### src/verilog/ebwib_pkg.sv
// Functional notes
// - Two-bit wait field per area 0..3
// - Field value gives zero to three waits
// - Waits apply only with three-state select
// - Idle cycle between reads to different areas
// - Idle cycle between read and following write
// - Bit 5 selects burst ROM for area 0
// - Bit 4 sets burst cycle one or two states
// - Bit 3 limits burst to four or eight words
// - Select zero two-state, one three-state with waits
`default_nettype none
package ebwib_pkg;
    localparam logic [11:0] EBWIB_WAIT_OFS = 12'h000;
    localparam logic [11:0] EBWIB_CTRL_OFS = 12'h004;
    localparam logic [11:0] EBWIB_AST_OFS = 12'h008;
    localparam logic [11:0] EBWIB_STAT_OFS = 12'h00C;
    localparam logic [7:0] EBWIB_WAIT_RST = 8'hFF;
    localparam logic [7:0] EBWIB_CTRL_RST = 8'hD0;
    localparam logic [3:0] EBWIB_AST_RST = 4'hF;
    localparam int EBWIB_IDLE_AREA_BIT = 7;
    localparam int EBWIB_IDLE_RW_BIT = 6;
    localparam int EBWIB_BURST_SEL_BIT = 5;
    localparam int EBWIB_BURST_LEN_BIT = 4;
    localparam int EBWIB_BURST_LIM_BIT = 3;
    localparam logic [3:0] EBWIB_BURST_4 = 4'h4;
    localparam logic [3:0] EBWIB_BURST_8 = 4'h8;
    typedef enum logic [2:0] {
        EBWIB_IDLE = 3'b000,
        EBWIB_T1 = 3'b001,
        EBWIB_T2 = 3'b011,
        EBWIB_TW = 3'b010,
        EBWIB_T3 = 3'b110,
        EBWIB_TB = 3'b111,
        EBWIB_TI = 3'b100
    } ebwib_state_t;
endpackage
`default_nettype wire

### src/verilog/ebwib_cfg_if.sv
`timescale 1ns/100ps
`default_nettype none
interface ebwib_cfg_if;
    logic [7:0] wait_cnt;
    logic [7:0] ctrl;
    logic [3:0] ast;
    modport regs (output wait_cnt, output ctrl, output ast);
    modport seq (input wait_cnt, input ctrl, input ast);
endinterface // ebwib_cfg_if
`default_nettype wire

### src/verilog/ebwib_regs.sv
`timescale 1ns/100ps
`default_nettype none
module ebwib_regs import ebwib_pkg::*; (
    // Clock and reset
    input wire logic pclk,
    input wire logic presetn,
    // APB
    input wire logic psel,
    input wire logic penable,
    input wire logic pwrite,
    input wire logic [11:0] paddr,
    input wire logic [31:0] pwdata,
    output logic [31:0] prdata,
    output logic pready,
    output logic pslverr,
    // Status
    input wire logic [7:0] status,
    // Config
    ebwib_cfg_if.regs cfg
);
    logic [7:0] wait_q;
    logic [7:0] ctrl_q;
    logic [3:0] ast_q;
    wire access = psel & penable;
    wire wr = access & pwrite;
    wire hit_wait = paddr == EBWIB_WAIT_OFS;
    wire hit_ctrl = paddr == EBWIB_CTRL_OFS;
    wire hit_ast = paddr == EBWIB_AST_OFS;
    wire hit_stat = paddr == EBWIB_STAT_OFS;
    wire mapped = hit_wait | hit_ctrl | hit_ast | hit_stat;
    assign pready = 1'b1;
    assign pslverr = access & ~mapped;
    // Reserved control bits are kept as written
    assign prdata = hit_wait ? {24'h000000, wait_q} :
                    hit_ctrl ? {24'h000000, ctrl_q} :
                    hit_ast ? {28'h0000000, ast_q} :
                    hit_stat ? {24'h000000, status} : 32'h00000000;
    always_ff @(posedge pclk or negedge presetn) begin
        if (!presetn) begin
            wait_q <= EBWIB_WAIT_RST;
            ctrl_q <= EBWIB_CTRL_RST;
            ast_q <= EBWIB_AST_RST;
        end else begin
            if (wr && hit_wait) wait_q <= pwdata[7:0];
            if (wr && hit_ctrl) ctrl_q <= pwdata[7:0];
            if (wr && hit_ast) ast_q <= pwdata[3:0];
        end
    end
    assign cfg.wait_cnt = wait_q;
    assign cfg.ctrl = ctrl_q;
    assign cfg.ast = ast_q;
endmodule // ebwib_regs
`default_nettype wire

### src/verilog/ebwib_top.sv
`timescale 1ns/100ps
`default_nettype none
module ebwib_top import ebwib_pkg::*; (
    // Clock and reset
    input wire logic pclk,
    input wire logic presetn,
    // APB
    input wire logic psel,
    input wire logic penable,
    input wire logic pwrite,
    input wire logic [11:0] paddr,
    input wire logic [31:0] pwdata,
    output logic [31:0] prdata,
    output logic pready,
    output logic pslverr,
    // Internal access request, one bus state per pclk
    input wire logic req_valid,
    input wire logic req_write,
    input wire logic [1:0] req_area,
    input wire logic [3:0] req_words,
    output logic req_ready,
    // External strobes
    output logic ext_rd,
    output logic ext_wr,
    output logic cycle_done
);
    ebwib_cfg_if cfg_if ();
    ebwib_state_t st_q, st_d;
    logic [1:0] wcnt_q, wcnt_d;
    logic [3:0] words_q, words_d;
    logic bcyc_q, bcyc_d;
    logic wr_q, wr_d;
    logic [1:0] area_q, area_d;
    logic last_rd_q, last_rd_d;
    logic [1:0] last_area_q, last_area_d;
    logic rd_o_q, wr_o_q, done_q;
    logic [7:0] status;

    ebwib_regs u_regs (
        .pclk(pclk),
        .presetn(presetn),
        .psel(psel),
        .penable(penable),
        .pwrite(pwrite),
        .paddr(paddr),
        .pwdata(pwdata),
        .prdata(prdata),
        .pready(pready),
        .pslverr(pslverr),
        .status(status),
        .cfg(cfg_if.regs)
    );

    // Per-area wait count, zeroed on two-state areas
    logic [1:0] waits [4];
    genvar g;
    generate
        for (g = 0; g < 4; g++) begin : g_area
            assign waits[g] = cfg_if.ast[g] ? cfg_if.wait_cnt[2*g+1:2*g] : 2'b00;
        end
    endgenerate

    wire burst_on = cfg_if.ctrl[EBWIB_BURST_SEL_BIT] && req_area == 2'h0 && !req_write;
    wire [3:0] burst_lim = cfg_if.ctrl[EBWIB_BURST_LIM_BIT] ? EBWIB_BURST_8 : EBWIB_BURST_4;
    wire [3:0] nwords = !burst_on ? 4'h1 :
                        req_words == 4'h0 ? 4'h1 :
                        req_words > burst_lim ? burst_lim : req_words;
    wire idle_area = cfg_if.ctrl[EBWIB_IDLE_AREA_BIT] && last_rd_q && !req_write
                     && req_area != last_area_q;
    wire idle_rw = cfg_if.ctrl[EBWIB_IDLE_RW_BIT] && last_rd_q && req_write;
    wire need_idle = idle_area | idle_rw;
    wire start = req_valid && (st_q == EBWIB_TI || (st_q == EBWIB_IDLE && !need_idle));
    wire cur_three = cfg_if.ast[area_q];
    wire [1:0] cur_wait = waits[area_q];

    assign req_ready = start;
    assign status = {st_q, last_rd_q, last_area_q, cfg_if.ctrl[EBWIB_BURST_SEL_BIT], 1'b0};

    always_comb begin
        st_d = st_q;
        wcnt_d = wcnt_q;
        words_d = words_q;
        bcyc_d = bcyc_q;
        wr_d = wr_q;
        area_d = area_q;
        last_rd_d = last_rd_q;
        last_area_d = last_area_q;
        case (st_q)
            EBWIB_IDLE: begin
                if (req_valid && need_idle) begin
                    st_d = EBWIB_TI;
                end else if (req_valid) begin
                    st_d = EBWIB_T1;
                    wr_d = req_write;
                    area_d = req_area;
                    words_d = nwords;
                    wcnt_d = 2'b00;
                end
            end
            EBWIB_TI: begin
                // One state, strobes idle; taking the request here keeps the gap to one state
                last_rd_d = 1'b0;
                if (req_valid) begin
                    st_d = EBWIB_T1;
                    wr_d = req_write;
                    area_d = req_area;
                    words_d = nwords;
                    wcnt_d = 2'b00;
                end else begin
                    st_d = EBWIB_IDLE;
                end
            end
            EBWIB_T1: st_d = EBWIB_T2;
            EBWIB_T2: begin
                if (!cur_three) begin
                    st_d = EBWIB_TB;
                end else if (cur_wait != 2'b00) begin
                    st_d = EBWIB_TW;
                    wcnt_d = 2'b01;
                end else begin
                    st_d = EBWIB_T3;
                end
            end
            EBWIB_TW: begin
                if (wcnt_q == cur_wait) begin
                    st_d = EBWIB_T3;
                end else begin
                    wcnt_d = wcnt_q + 2'b01;
                end
            end
            EBWIB_T3: begin
                st_d = EBWIB_TB;
            end
            EBWIB_TB: begin
                // Each further burst word costs one or two states
                if (words_q > 4'h1) begin
                    if (cfg_if.ctrl[EBWIB_BURST_LEN_BIT] && !bcyc_q) begin
                        bcyc_d = 1'b1;
                    end else begin
                        bcyc_d = 1'b0;
                        words_d = words_q - 4'h1;
                    end
                end else begin
                    st_d = EBWIB_IDLE;
                    last_rd_d = !wr_q;
                    last_area_d = area_q;
                end
            end
            default: st_d = EBWIB_IDLE;
        endcase
    end

    wire strobe = st_q != EBWIB_IDLE && st_q != EBWIB_TI && st_q != EBWIB_T1 ? 1'b1 : 1'b0;

    always_ff @(posedge pclk or negedge presetn) begin
        if (!presetn) begin
            st_q <= EBWIB_IDLE;
            wcnt_q <= 2'b00;
            words_q <= 4'h0;
            bcyc_q <= 1'b0;
            wr_q <= 1'b0;
            area_q <= 2'b00;
            last_rd_q <= 1'b0;
            last_area_q <= 2'b00;
        end else begin
            st_q <= st_d;
            wcnt_q <= wcnt_d;
            words_q <= words_d;
            bcyc_q <= bcyc_d;
            wr_q <= wr_d;
            area_q <= area_d;
            last_rd_q <= last_rd_d;
            last_area_q <= last_area_d;
        end
    end

    always_ff @(posedge pclk or negedge presetn) begin
        if (!presetn) begin
            rd_o_q <= 1'b0;
            wr_o_q <= 1'b0;
            done_q <= 1'b0;
        end else begin
            rd_o_q <= strobe && !wr_q;
            wr_o_q <= strobe && wr_q;
            done_q <= st_q == EBWIB_TB && st_d == EBWIB_IDLE;
        end
    end

    assign ext_rd = rd_o_q;
    assign ext_wr = wr_o_q;
    assign cycle_done = done_q;
endmodule // ebwib_top
`default_nettype wire
### config.mk
export PLATFORM = sky130hd
export DESIGN_NAME = ebwib_top
export DESIGN_NICKNAME = d
export VERILOG_FILES = /design/src/verilog/ebwib_pkg.sv /design/src/verilog/ebwib_cfg_if.sv /design/src/verilog/ebwib_regs.sv /design/src/verilog/ebwib_top.sv
export SDC_FILE = /design/constraint.sdc
export NUM_CORES = 1
export LEC_CHECK = 0
export ABC_CLOCK_PERIOD_IN_PS = 2220
export BUFFER_PORTS_ARGS = -buffer_cell sky130_fd_sc_hd__buf_2
export CAP_MARGIN = 30
export CORE_MARGIN = 2
export CORE_UTILIZATION = 45
export DETAILED_ROUTE_END_ITERATION = 8
export PLACE_DENSITY = 0.77
export SYNTH_ARGS = -nofsm -noshare
export SYNTH_HDL_FRONTEND = slang
export SYNTH_SLANG_ARGS = --single-unit
### constraint.sdc
create_clock -name pclk -period 2.22 [get_ports pclk]
set_input_delay 0.111 -clock pclk [delete_from_list [all_inputs] [get_ports pclk]]
set_output_delay 0.111 -clock pclk [all_outputs]
set_load 0.02 [all_outputs]
==> run_results.csv, run 1 <==
group,metric,value,unit
global_route,largest_net_degree_at_the_start_of_global_routing,40,
floorplanning,die-height,78.5,µm
cts,clkSlewWorstSetupHoldPaths,70,ps
routing,via_count,1917,
global_route,grt_pass1_vias,1811,
setup_path,regToRegEndpoint,"wcnt_q[0]",
setup_path,timing.reg2reg.worst_path_depth,6,
logic_synthesis,netlist-cell-type-count,49,
setup_path,cp_slowest_cell,"sky130_fd_sc_hd__dfstp_2",
routing,drt.antenna.violating_nets,0,
layout,antenna-diode-count,0,
placement,buffer_ports.inserted,45,
sta,final_max_slew_viol_count,0,
logic_synthesis,proportion_of_synthesized_chip_area_in_sequential_cells,0.398,
setup_path,worstSetupEndpointType,"flop",
sta,grt_setup_unrepaired,"true",
cts,htree_levels,2,
sta,maxClockFrequency,452,MHz
floorplanning,initial_core_util,0.459,
floorplanning,die_area,0.00616,mm²
pwr,seq_power_share,0.399,
layout,fillCellCount,497,
placement,gp_routability_congestion,0.829,
floorplanning,fp.coreArea,0.00544,mm²
routing,drt_first_pass_iters,4,
placement,placement.setup.worst_slack,-4.45,ps
layout,final_cell_count_no_fill,366,
min_path,hp-class,"input pin to flop",
status,outcome,"completed",
sta,setup_violations,0,
layout,drive_above_1_share,0.340,
cts,clock_latency_reported_for_the_late_side_of_the_worst_skew_pair,290,ps
cts,cts_setup_buffers,0,
pwr,power.internal,1.60,mW
layout,most_common_library_cell_in_the_layout_ignoring_fill_and_taps,"sky130_fd_sc_hd__buf_2",
sta,worstMarginPinSlew,849,ps
layout,register_area,995,µm²
global_route,gr-usage-all-layers,0.174,
sta,final-hold-violation-count,0,
layout,design.final.nets,356,
sta,layout_min_cycle_time,2210,ps
cts,total_number_of_clock_tree_sinks,39,
logic_synthesis,edff_count_synth,0,
setup_path,critPathMaxStageDelay,550,ps
pwr,p_per_area,898,mW/mm²
global_route,grt.overflow.total,0,
min_path,worst_hold_startpoint,"pwdata[4]",
setup_path,worst_ep_required_time,2400,ps
layout,area_growth_syn_to_layout,15.5,%
logic_synthesis,synth_top_cell_area_share,0.240,
placement,detailed_place.area,0.00277,mm²
pwr,power.leakage,1.38,nW
placement,placedCellCount,358,
logic_synthesis,synth.top_cells.by_area,"sky130_fd_sc_hd__dfrtp_1 (24%), sky130_fd_sc_hd__dfstp_2 (16%), sky130_fd_sc_hd__mux2_1 (9.5%)",
setup_path,worst_r2r_startpoint,"u_regs.cfg.wait_cnt[7]",
setup_path,path_cells,"nand2_2 -> mux4_2 -> or4_4 -> a21oi_4 -> a211oi_2 -> mux2_1",
floorplanning,floorplan.die.width,78.5,µm
setup_path,arrival,2400,ps
logic_synthesis,netlist_area,0.00250,mm²
setup_path,crit_family,"multiplexers",
setup_path,worst-r2r-setup-slack,5,ps
sta,final_min_period_over_clock_period,0.998,
layout,finish.instance_area,0.00289,mm²
sta,post-route-worst-setup-slack,5.19,ps
logic_synthesis,synth_top_cell_by_area,"sky130_fd_sc_hd__dfrtp_1",
sta,clock-skew-final,5.27,ps
routing,routed_length_per_placed_instance,14.1,µm
global_route,grt_antenna_before_repair,0,
setup_path,endpoint,"wcnt_q[0]",
floorplanning,site_row_count,27,
floorplanning,floorplan.io_pins,95,
setup_path,critical_path_class,"flop to flop",
setup_path,critical_path_peak_fanout,3,
run,timing.max_cap.violations,0,
global_route,grt_pass1_wl,8380,µm
pwr,max-vdd-ir-drop,0.736,mV
cts,cts-buffers-inserted,5,
routing,drcViolationCount,0,
logic_synthesis,postSynth.topFlopCell,"sky130_fd_sc_hd__dfrtp_1",
routing,post_drt_via_cell_ratio,5.24,
pwr,fin_total_pwr,2.59,mW
layout,multi_input_logic_area,0.00136,mm²
setup_path,origin_of_the_worst_setup_path,"u_regs.cfg.wait_cnt[7]",
pwr,p_sw_frac,0.381,
logic_synthesis,syn-instance-count,239,
layout,final_cell_mix,"sky130_fd_sc_hd__buf_2 (45), sky130_fd_sc_hd__conb_1 (25), sky130_fd_sc_hd__dfrtp_1 (24), sky130_fd_sc_hd__mux2_1 (21), sky130_fd_sc_hd__nand2_1 (20)",
placement,dpl_hpwl,3940,µm
pwr,switchingPower,989,µW
routing,wirelength,5160,µm
pwr,power.clock.fraction,0.188,
cts,root_buffer,"sky130_fd_sc_hd__clkbuf_8",
setup_path,crit_buf_inv,0,
setup_path,crit_cells,6,
logic_synthesis,async_flop_share,1.00,
pwr,share_comb_of_total_power,0.414,
cts,clock_tree_from_tritoncts,"done",
sta,slew-limit-headroom,0.434,
logic_synthesis,ys_seq_elements,39,
logic_synthesis,synth_area_per_cell,10.5,µm²
routing,initialDrtViolationCount,51,
logic_synthesis,synth_warnings,0,
setup_path,cp-start-kind,"flop",
cts,clock_path_buffers,2,
-- logic make-up (layout without fill, tap and decap cells) --
family                   count (synthesis)  count (layout)  share of synthesized area
AO/OA/AOI/OAI                           41              41                      0.116
XOR/XNOR                                 3               3                     0.0105
AND/OR/NAND/NOR                         68              68                      0.144
flip-flops                              39              39                      0.398
adder cells (fa/ha/maj)                  5               5                     0.0250
multiplexers                            39              39                      0.203
buffers and inverters                   42              74                      0.101
other                                    2              25                    0.00301
-- power groups by stage --
stage | Sequential (mW) | Clock (mW) | Combinational, mW
after floorplan | 1.03 | 0 | 0.788
after global placement | 1.04 | 0 | 1.01
after detailed placement | 1.04 | 0 | 1.04
after CTS | 1.03 | 0.498 | 1.06
after global routing | 1.06 | 0.524 | 1.18
final | 1.03 | 0.487 | 1.07
-- sequential cells by signal (all words and copies together) (netlist names) --
signal               count
area_q                   2
bcyc_q                   1
cycle_done               1
ext_rd                   1
ext_wr                   1
last_area_q              2
last_rd_q                1
st_q                     3
u_regs.cfg.ast           4
u_regs.cfg.ctrl          8
u_regs.cfg.wait_cnt      8
wcnt_q                   2
words_q                  4
wr_q                     1
-- worst reg2reg max path, cell delays in order, from the launching register on --
cell,delay [ps]
sky130_fd_sc_hd__dfstp_2,550
sky130_fd_sc_hd__nand2_2,50
sky130_fd_sc_hd__mux4_2,500
sky130_fd_sc_hd__or4_4,450
sky130_fd_sc_hd__a21oi_4,180
sky130_fd_sc_hd__a211oi_2,60
sky130_fd_sc_hd__mux2_1,310
-- synth_stat cells, drive strengths merged (3+ instances only) --
cell    number
inv         10
mux4         6
xnor2        3
clkbuf       6
nand2b       5
nor2b        6
nand3        3
mux2        27
a31oi        5
o21a         3
a21oi        7
ha           5
mux2i        6
buf         26
nor3         3
nor2        19
dfrtp       24
nand2       21
dfstp       15
o21ai       11
a22o         3
-- worst min path at each step --
stage	cells past startpoint	slack (ps)	end
final	2	60	u_regs.cfg.ctrl[4]
after global routing	2	70	u_regs.cfg.wait_cnt[6]
after CTS	2	50	u_regs.cfg.ctrl[4]
after detailed placement	1	270	words_q[1]
after global placement	1	260	words_q[0]
after floorplan	0	-180	area_q[0]
-- per-stage QoR --
step | setup TNS (ps) | utilization | hold WS, ps
2_1_floorplan | 0 | - | -185
3_3_place_gp | 0 | 0.509 | 263
3_5_place_dp | -4.45 | 0.509 | 265
4_1_cts | 0 | 0.527 | 54.1
5_1_grt | -38.6 | 0.530 | 65.2
6_report | 0 | 0.530 | 55.5
-- layer usage --
metal | track usage | vias up | part of all wire
li1 | - | 909 | -
met1 | 0.224 | 940 | 0.45
met5 | 0 | - | 0
met3 | 0.0276 | 5 | 0.045
met4 | 0.0526 | 0 | 0.012
met2 | 0.300 | 63 | 0.50
-- cell type report --
class                   count  area share
multi-input cells         181       0.471
repair buffers             57       0.110
inverters                  10      0.0130
clock buffers               6      0.0286
clock inverters             1     0.00173
flip-flops and latches     39       0.345
well taps                  72      0.0312
-- what timing repair did --
action | 4_1_cts | 5_1_grt
endpoints found under the hold margin | 24 | 0
setup endpoints to repair | 1 | 1
pin swaps | 1 | 1
hold buffers | 1 | 0
gates resized for setup | 0 | 4
Power figures use the tool's default switching activity.
==> inputs of run 2 (changes only) <==
--- a/config.mk
+++ b/config.mk
@@ -9,9 +9,8 @@
 export BUFFER_PORTS_ARGS = -buffer_cell sky130_fd_sc_hd__buf_2
 export CAP_MARGIN = 30
 export CORE_MARGIN = 2
-export CORE_UTILIZATION = 45
+export CORE_UTILIZATION = 30
 export DETAILED_ROUTE_END_ITERATION = 8
-export PLACE_DENSITY = 0.77
 export SYNTH_ARGS = -nofsm -noshare
 export SYNTH_HDL_FRONTEND = slang
 export SYNTH_SLANG_ARGS = --single-unit
==> run 2 against run 1 <==
  * Total power up 6.4%
  * Core utilization down 16 points
  * Sequential share of layout area down 1.1 points
  * Critical path type unchanged
  * Largest cell class unchanged
==> run_results.csv, run 2 (synthesis gave the netlist of run 1 again) <==
group,metric,value,unit
status,outcome,"completed",
sta,layout_min_cycle_time,2190,ps
layout,area_growth_syn_to_layout,19.2,%
routing,route.met3.wl,261,µm
routing,via_count,1902,
setup_path,critical_path_class,"flop to flop",
global_route,grt_pass1_wl,8690,µm
floorplanning,floorplan.io_pins,95,
sta,setup_total_negative_slack,0,ps
pwr,power.internal,1.76,mW
cts,htree_levels,2,
layout,final_cell_count_no_fill,403,
sta,final_max_slew_viol_count,0,
routing,drt.antenna.violating_nets,0,
sta,setup_violations,0,
floorplanning,floorplan.die.width,95.3,µm
setup_path,crit_buf_inv,0,
floorplanning,site_row_count,33,
pwr,switchingPower,1000,µW
routing,drt_first_pass_iters,4,
placement,dpl_hpwl,4130,µm
placement,placedCellCount,392,
setup_path,worstSetupEndpointType,"flop",
layout,final_cell_mix,"sky130_fd_sc_hd__buf_2 (45), sky130_fd_sc_hd__conb_1 (25), sky130_fd_sc_hd__dfrtp_1 (24), sky130_fd_sc_hd__mux2_1 (21), sky130_fd_sc_hd__nand2_1 (20)",
layout,most_common_library_cell_in_the_layout_ignoring_fill_and_taps,"sky130_fd_sc_hd__buf_2",
cts,root_buffer,"sky130_fd_sc_hd__clkbuf_8",
layout,antenna-diode-count,0,
pwr,p_sw_frac,0.362,
pwr,share_comb_of_total_power,0.400,
floorplanning,fp.coreArea,0.00813,mm²
placement,buffer_ports.inserted,45,
pwr,max-vdd-ir-drop,0.368,mV
setup_path,cp-start-kind,"flop",
setup_path,worst_ep_required_time,2400,ps
routing,wirelength,5360,µm
cts,total_number_of_clock_tree_sinks,39,
floorplanning,initial_core_util,0.307,
placement,gp_routability_congestion,0.739,
cts,clock_latency_reported_for_the_late_side_of_the_worst_skew_pair,290,ps
setup_path,critPathMaxStageDelay,550,ps
floorplanning,die-height,95.3,µm
routing,met2_wirelength,2750,µm
routing,routed_length_per_placed_instance,13.3,µm
routing,initialDrtViolationCount,74,
setup_path,path_cells,"nand2_1 -> mux4_2 -> or4_4 -> a21oi_4 -> a211oi_2 -> mux2_1",
pwr,power.clock.fraction,0.226,
global_route,grt_antenna_before_repair,0,
sta,final_min_period_over_clock_period,0.985,
global_route,grt_pass1_vias,1754,
cts,cts-buffers-inserted,5,
placement,placement.setup.worst_slack,-38.0,ps
cts,clock_tree_from_tritoncts,"done",
global_route,largest_net_degree_at_the_start_of_global_routing,40,
pwr,fin_total_pwr,2.76,mW
global_route,gr-usage-all-layers,0.124,
sta,post-route-worst-setup-slack,32.7,ps
routing,drcViolationCount,0,
layout,design.final.nets,359,
layout,drive_above_1_share,0.349,
cts,clock_path_buffers,2,
run,timing.max_cap.violations,0,
pwr,seq_power_share,0.374,
sta,grt_setup_unrepaired,"true",
setup_path,cp_slowest_cell,"sky130_fd_sc_hd__dfstp_2",
global_route,grt.overflow.total,0,
pwr,power.leakage,1.41,nW
routing,met1_length,2310,µm
setup_path,arrival,2370,ps
pwr,p_per_area,926,mW/mm²
sta,clock-skew-final,9.90,ps
sta,maxClockFrequency,457,MHz
routing,post_drt_via_cell_ratio,4.72,
cts,clkSlewWorstSetupHoldPaths,80,ps
sta,worstMarginPinSlew,876,ps
sta,fin_hold_ws,61.6,ps
setup_path,crit_family,"multiplexers",
sta,slew-limit-headroom,0.416,
min_path,hp-class,"input pin to flop",
floorplanning,die_area,0.00907,mm²
setup_path,critical_path_peak_fanout,3,
sta,final-hold-violation-count,0,
routing,topRoutingLayerUsed,"met4",
run 2: changes by cell type in the layout (fill, tap and decap cells not counted):
cell | before | now
sky130_fd_sc_hd__buf_4 | 11 | 14
sky130_fd_sc_hd__bufinv_16 | 0 | 1
run 2: final timing paths:
check	startpoint	slack (ps)	end	depth (start not counted)
min in group asynchronous	presetn	470	wr_q	2
worst min register to register	wr_q	490	ext_rd	1
worst min-delay path	pwdata[6]	60	u_regs.cfg.wait_cnt[6]	2
worst max register to register	u_regs.cfg.wait_cnt[7]	30	wcnt_q[0]	6
max in group asynchronous	presetn	1200	u_regs.cfg.ctrl[2]	2
worst max-delay path	u_regs.cfg.wait_cnt[7]	30	wcnt_q[0]	6
run 2: through the flow:
step / utilization / area [µm²]
floorplan: - / 2580
global placement: 0.346 / 2820
detailed placement: 0.346 / 2820
CTS: 0.364 / 2960
global route: 0.366 / 2980
finish: 0.366 / 2980
run 2: layout make-up:
cell class | count | area [µm²]
fillers | 843 | 5150
flip-flops and latches | 39 | 995
repair buffers | 60 | 340
clock buffers | 6 | 82.6
multi-input cells | 181 | 1360
inverters | 10 | 37.5
well taps | 105 | 131
clock inverters | 2 | 35.0
run 2: power groups by stage:
stage / combinational (mW) / sequential (mW) / clock, mW
after floorplan: 0.788 / 1.03 / 0
after global placement: 1.06 / 1.04 / 0
after detailed placement: 1.07 / 1.05 / 0
after CTS: 1.09 / 1.03 / 0.639
after global routing: 1.26 / 1.06 / 0.662
final: 1.10 / 1.03 / 0.622
run 2: timing repair:
action,4_1_cts,5_1_grt
hold buffers,1,0
gates resized for setup,0,4
buffers inserted,2,0
hold endpoints to repair,24,0
pin swaps,1,0
endpoints found under the setup margin,1,1
run 2: routing by layer:
layer  GRT usage  vias to the layer above
met2       0.216                       57
met4      0.0326                        0
met3      0.0253                        5
met1       0.157                      922
li1            -                      918
met5           0                        -
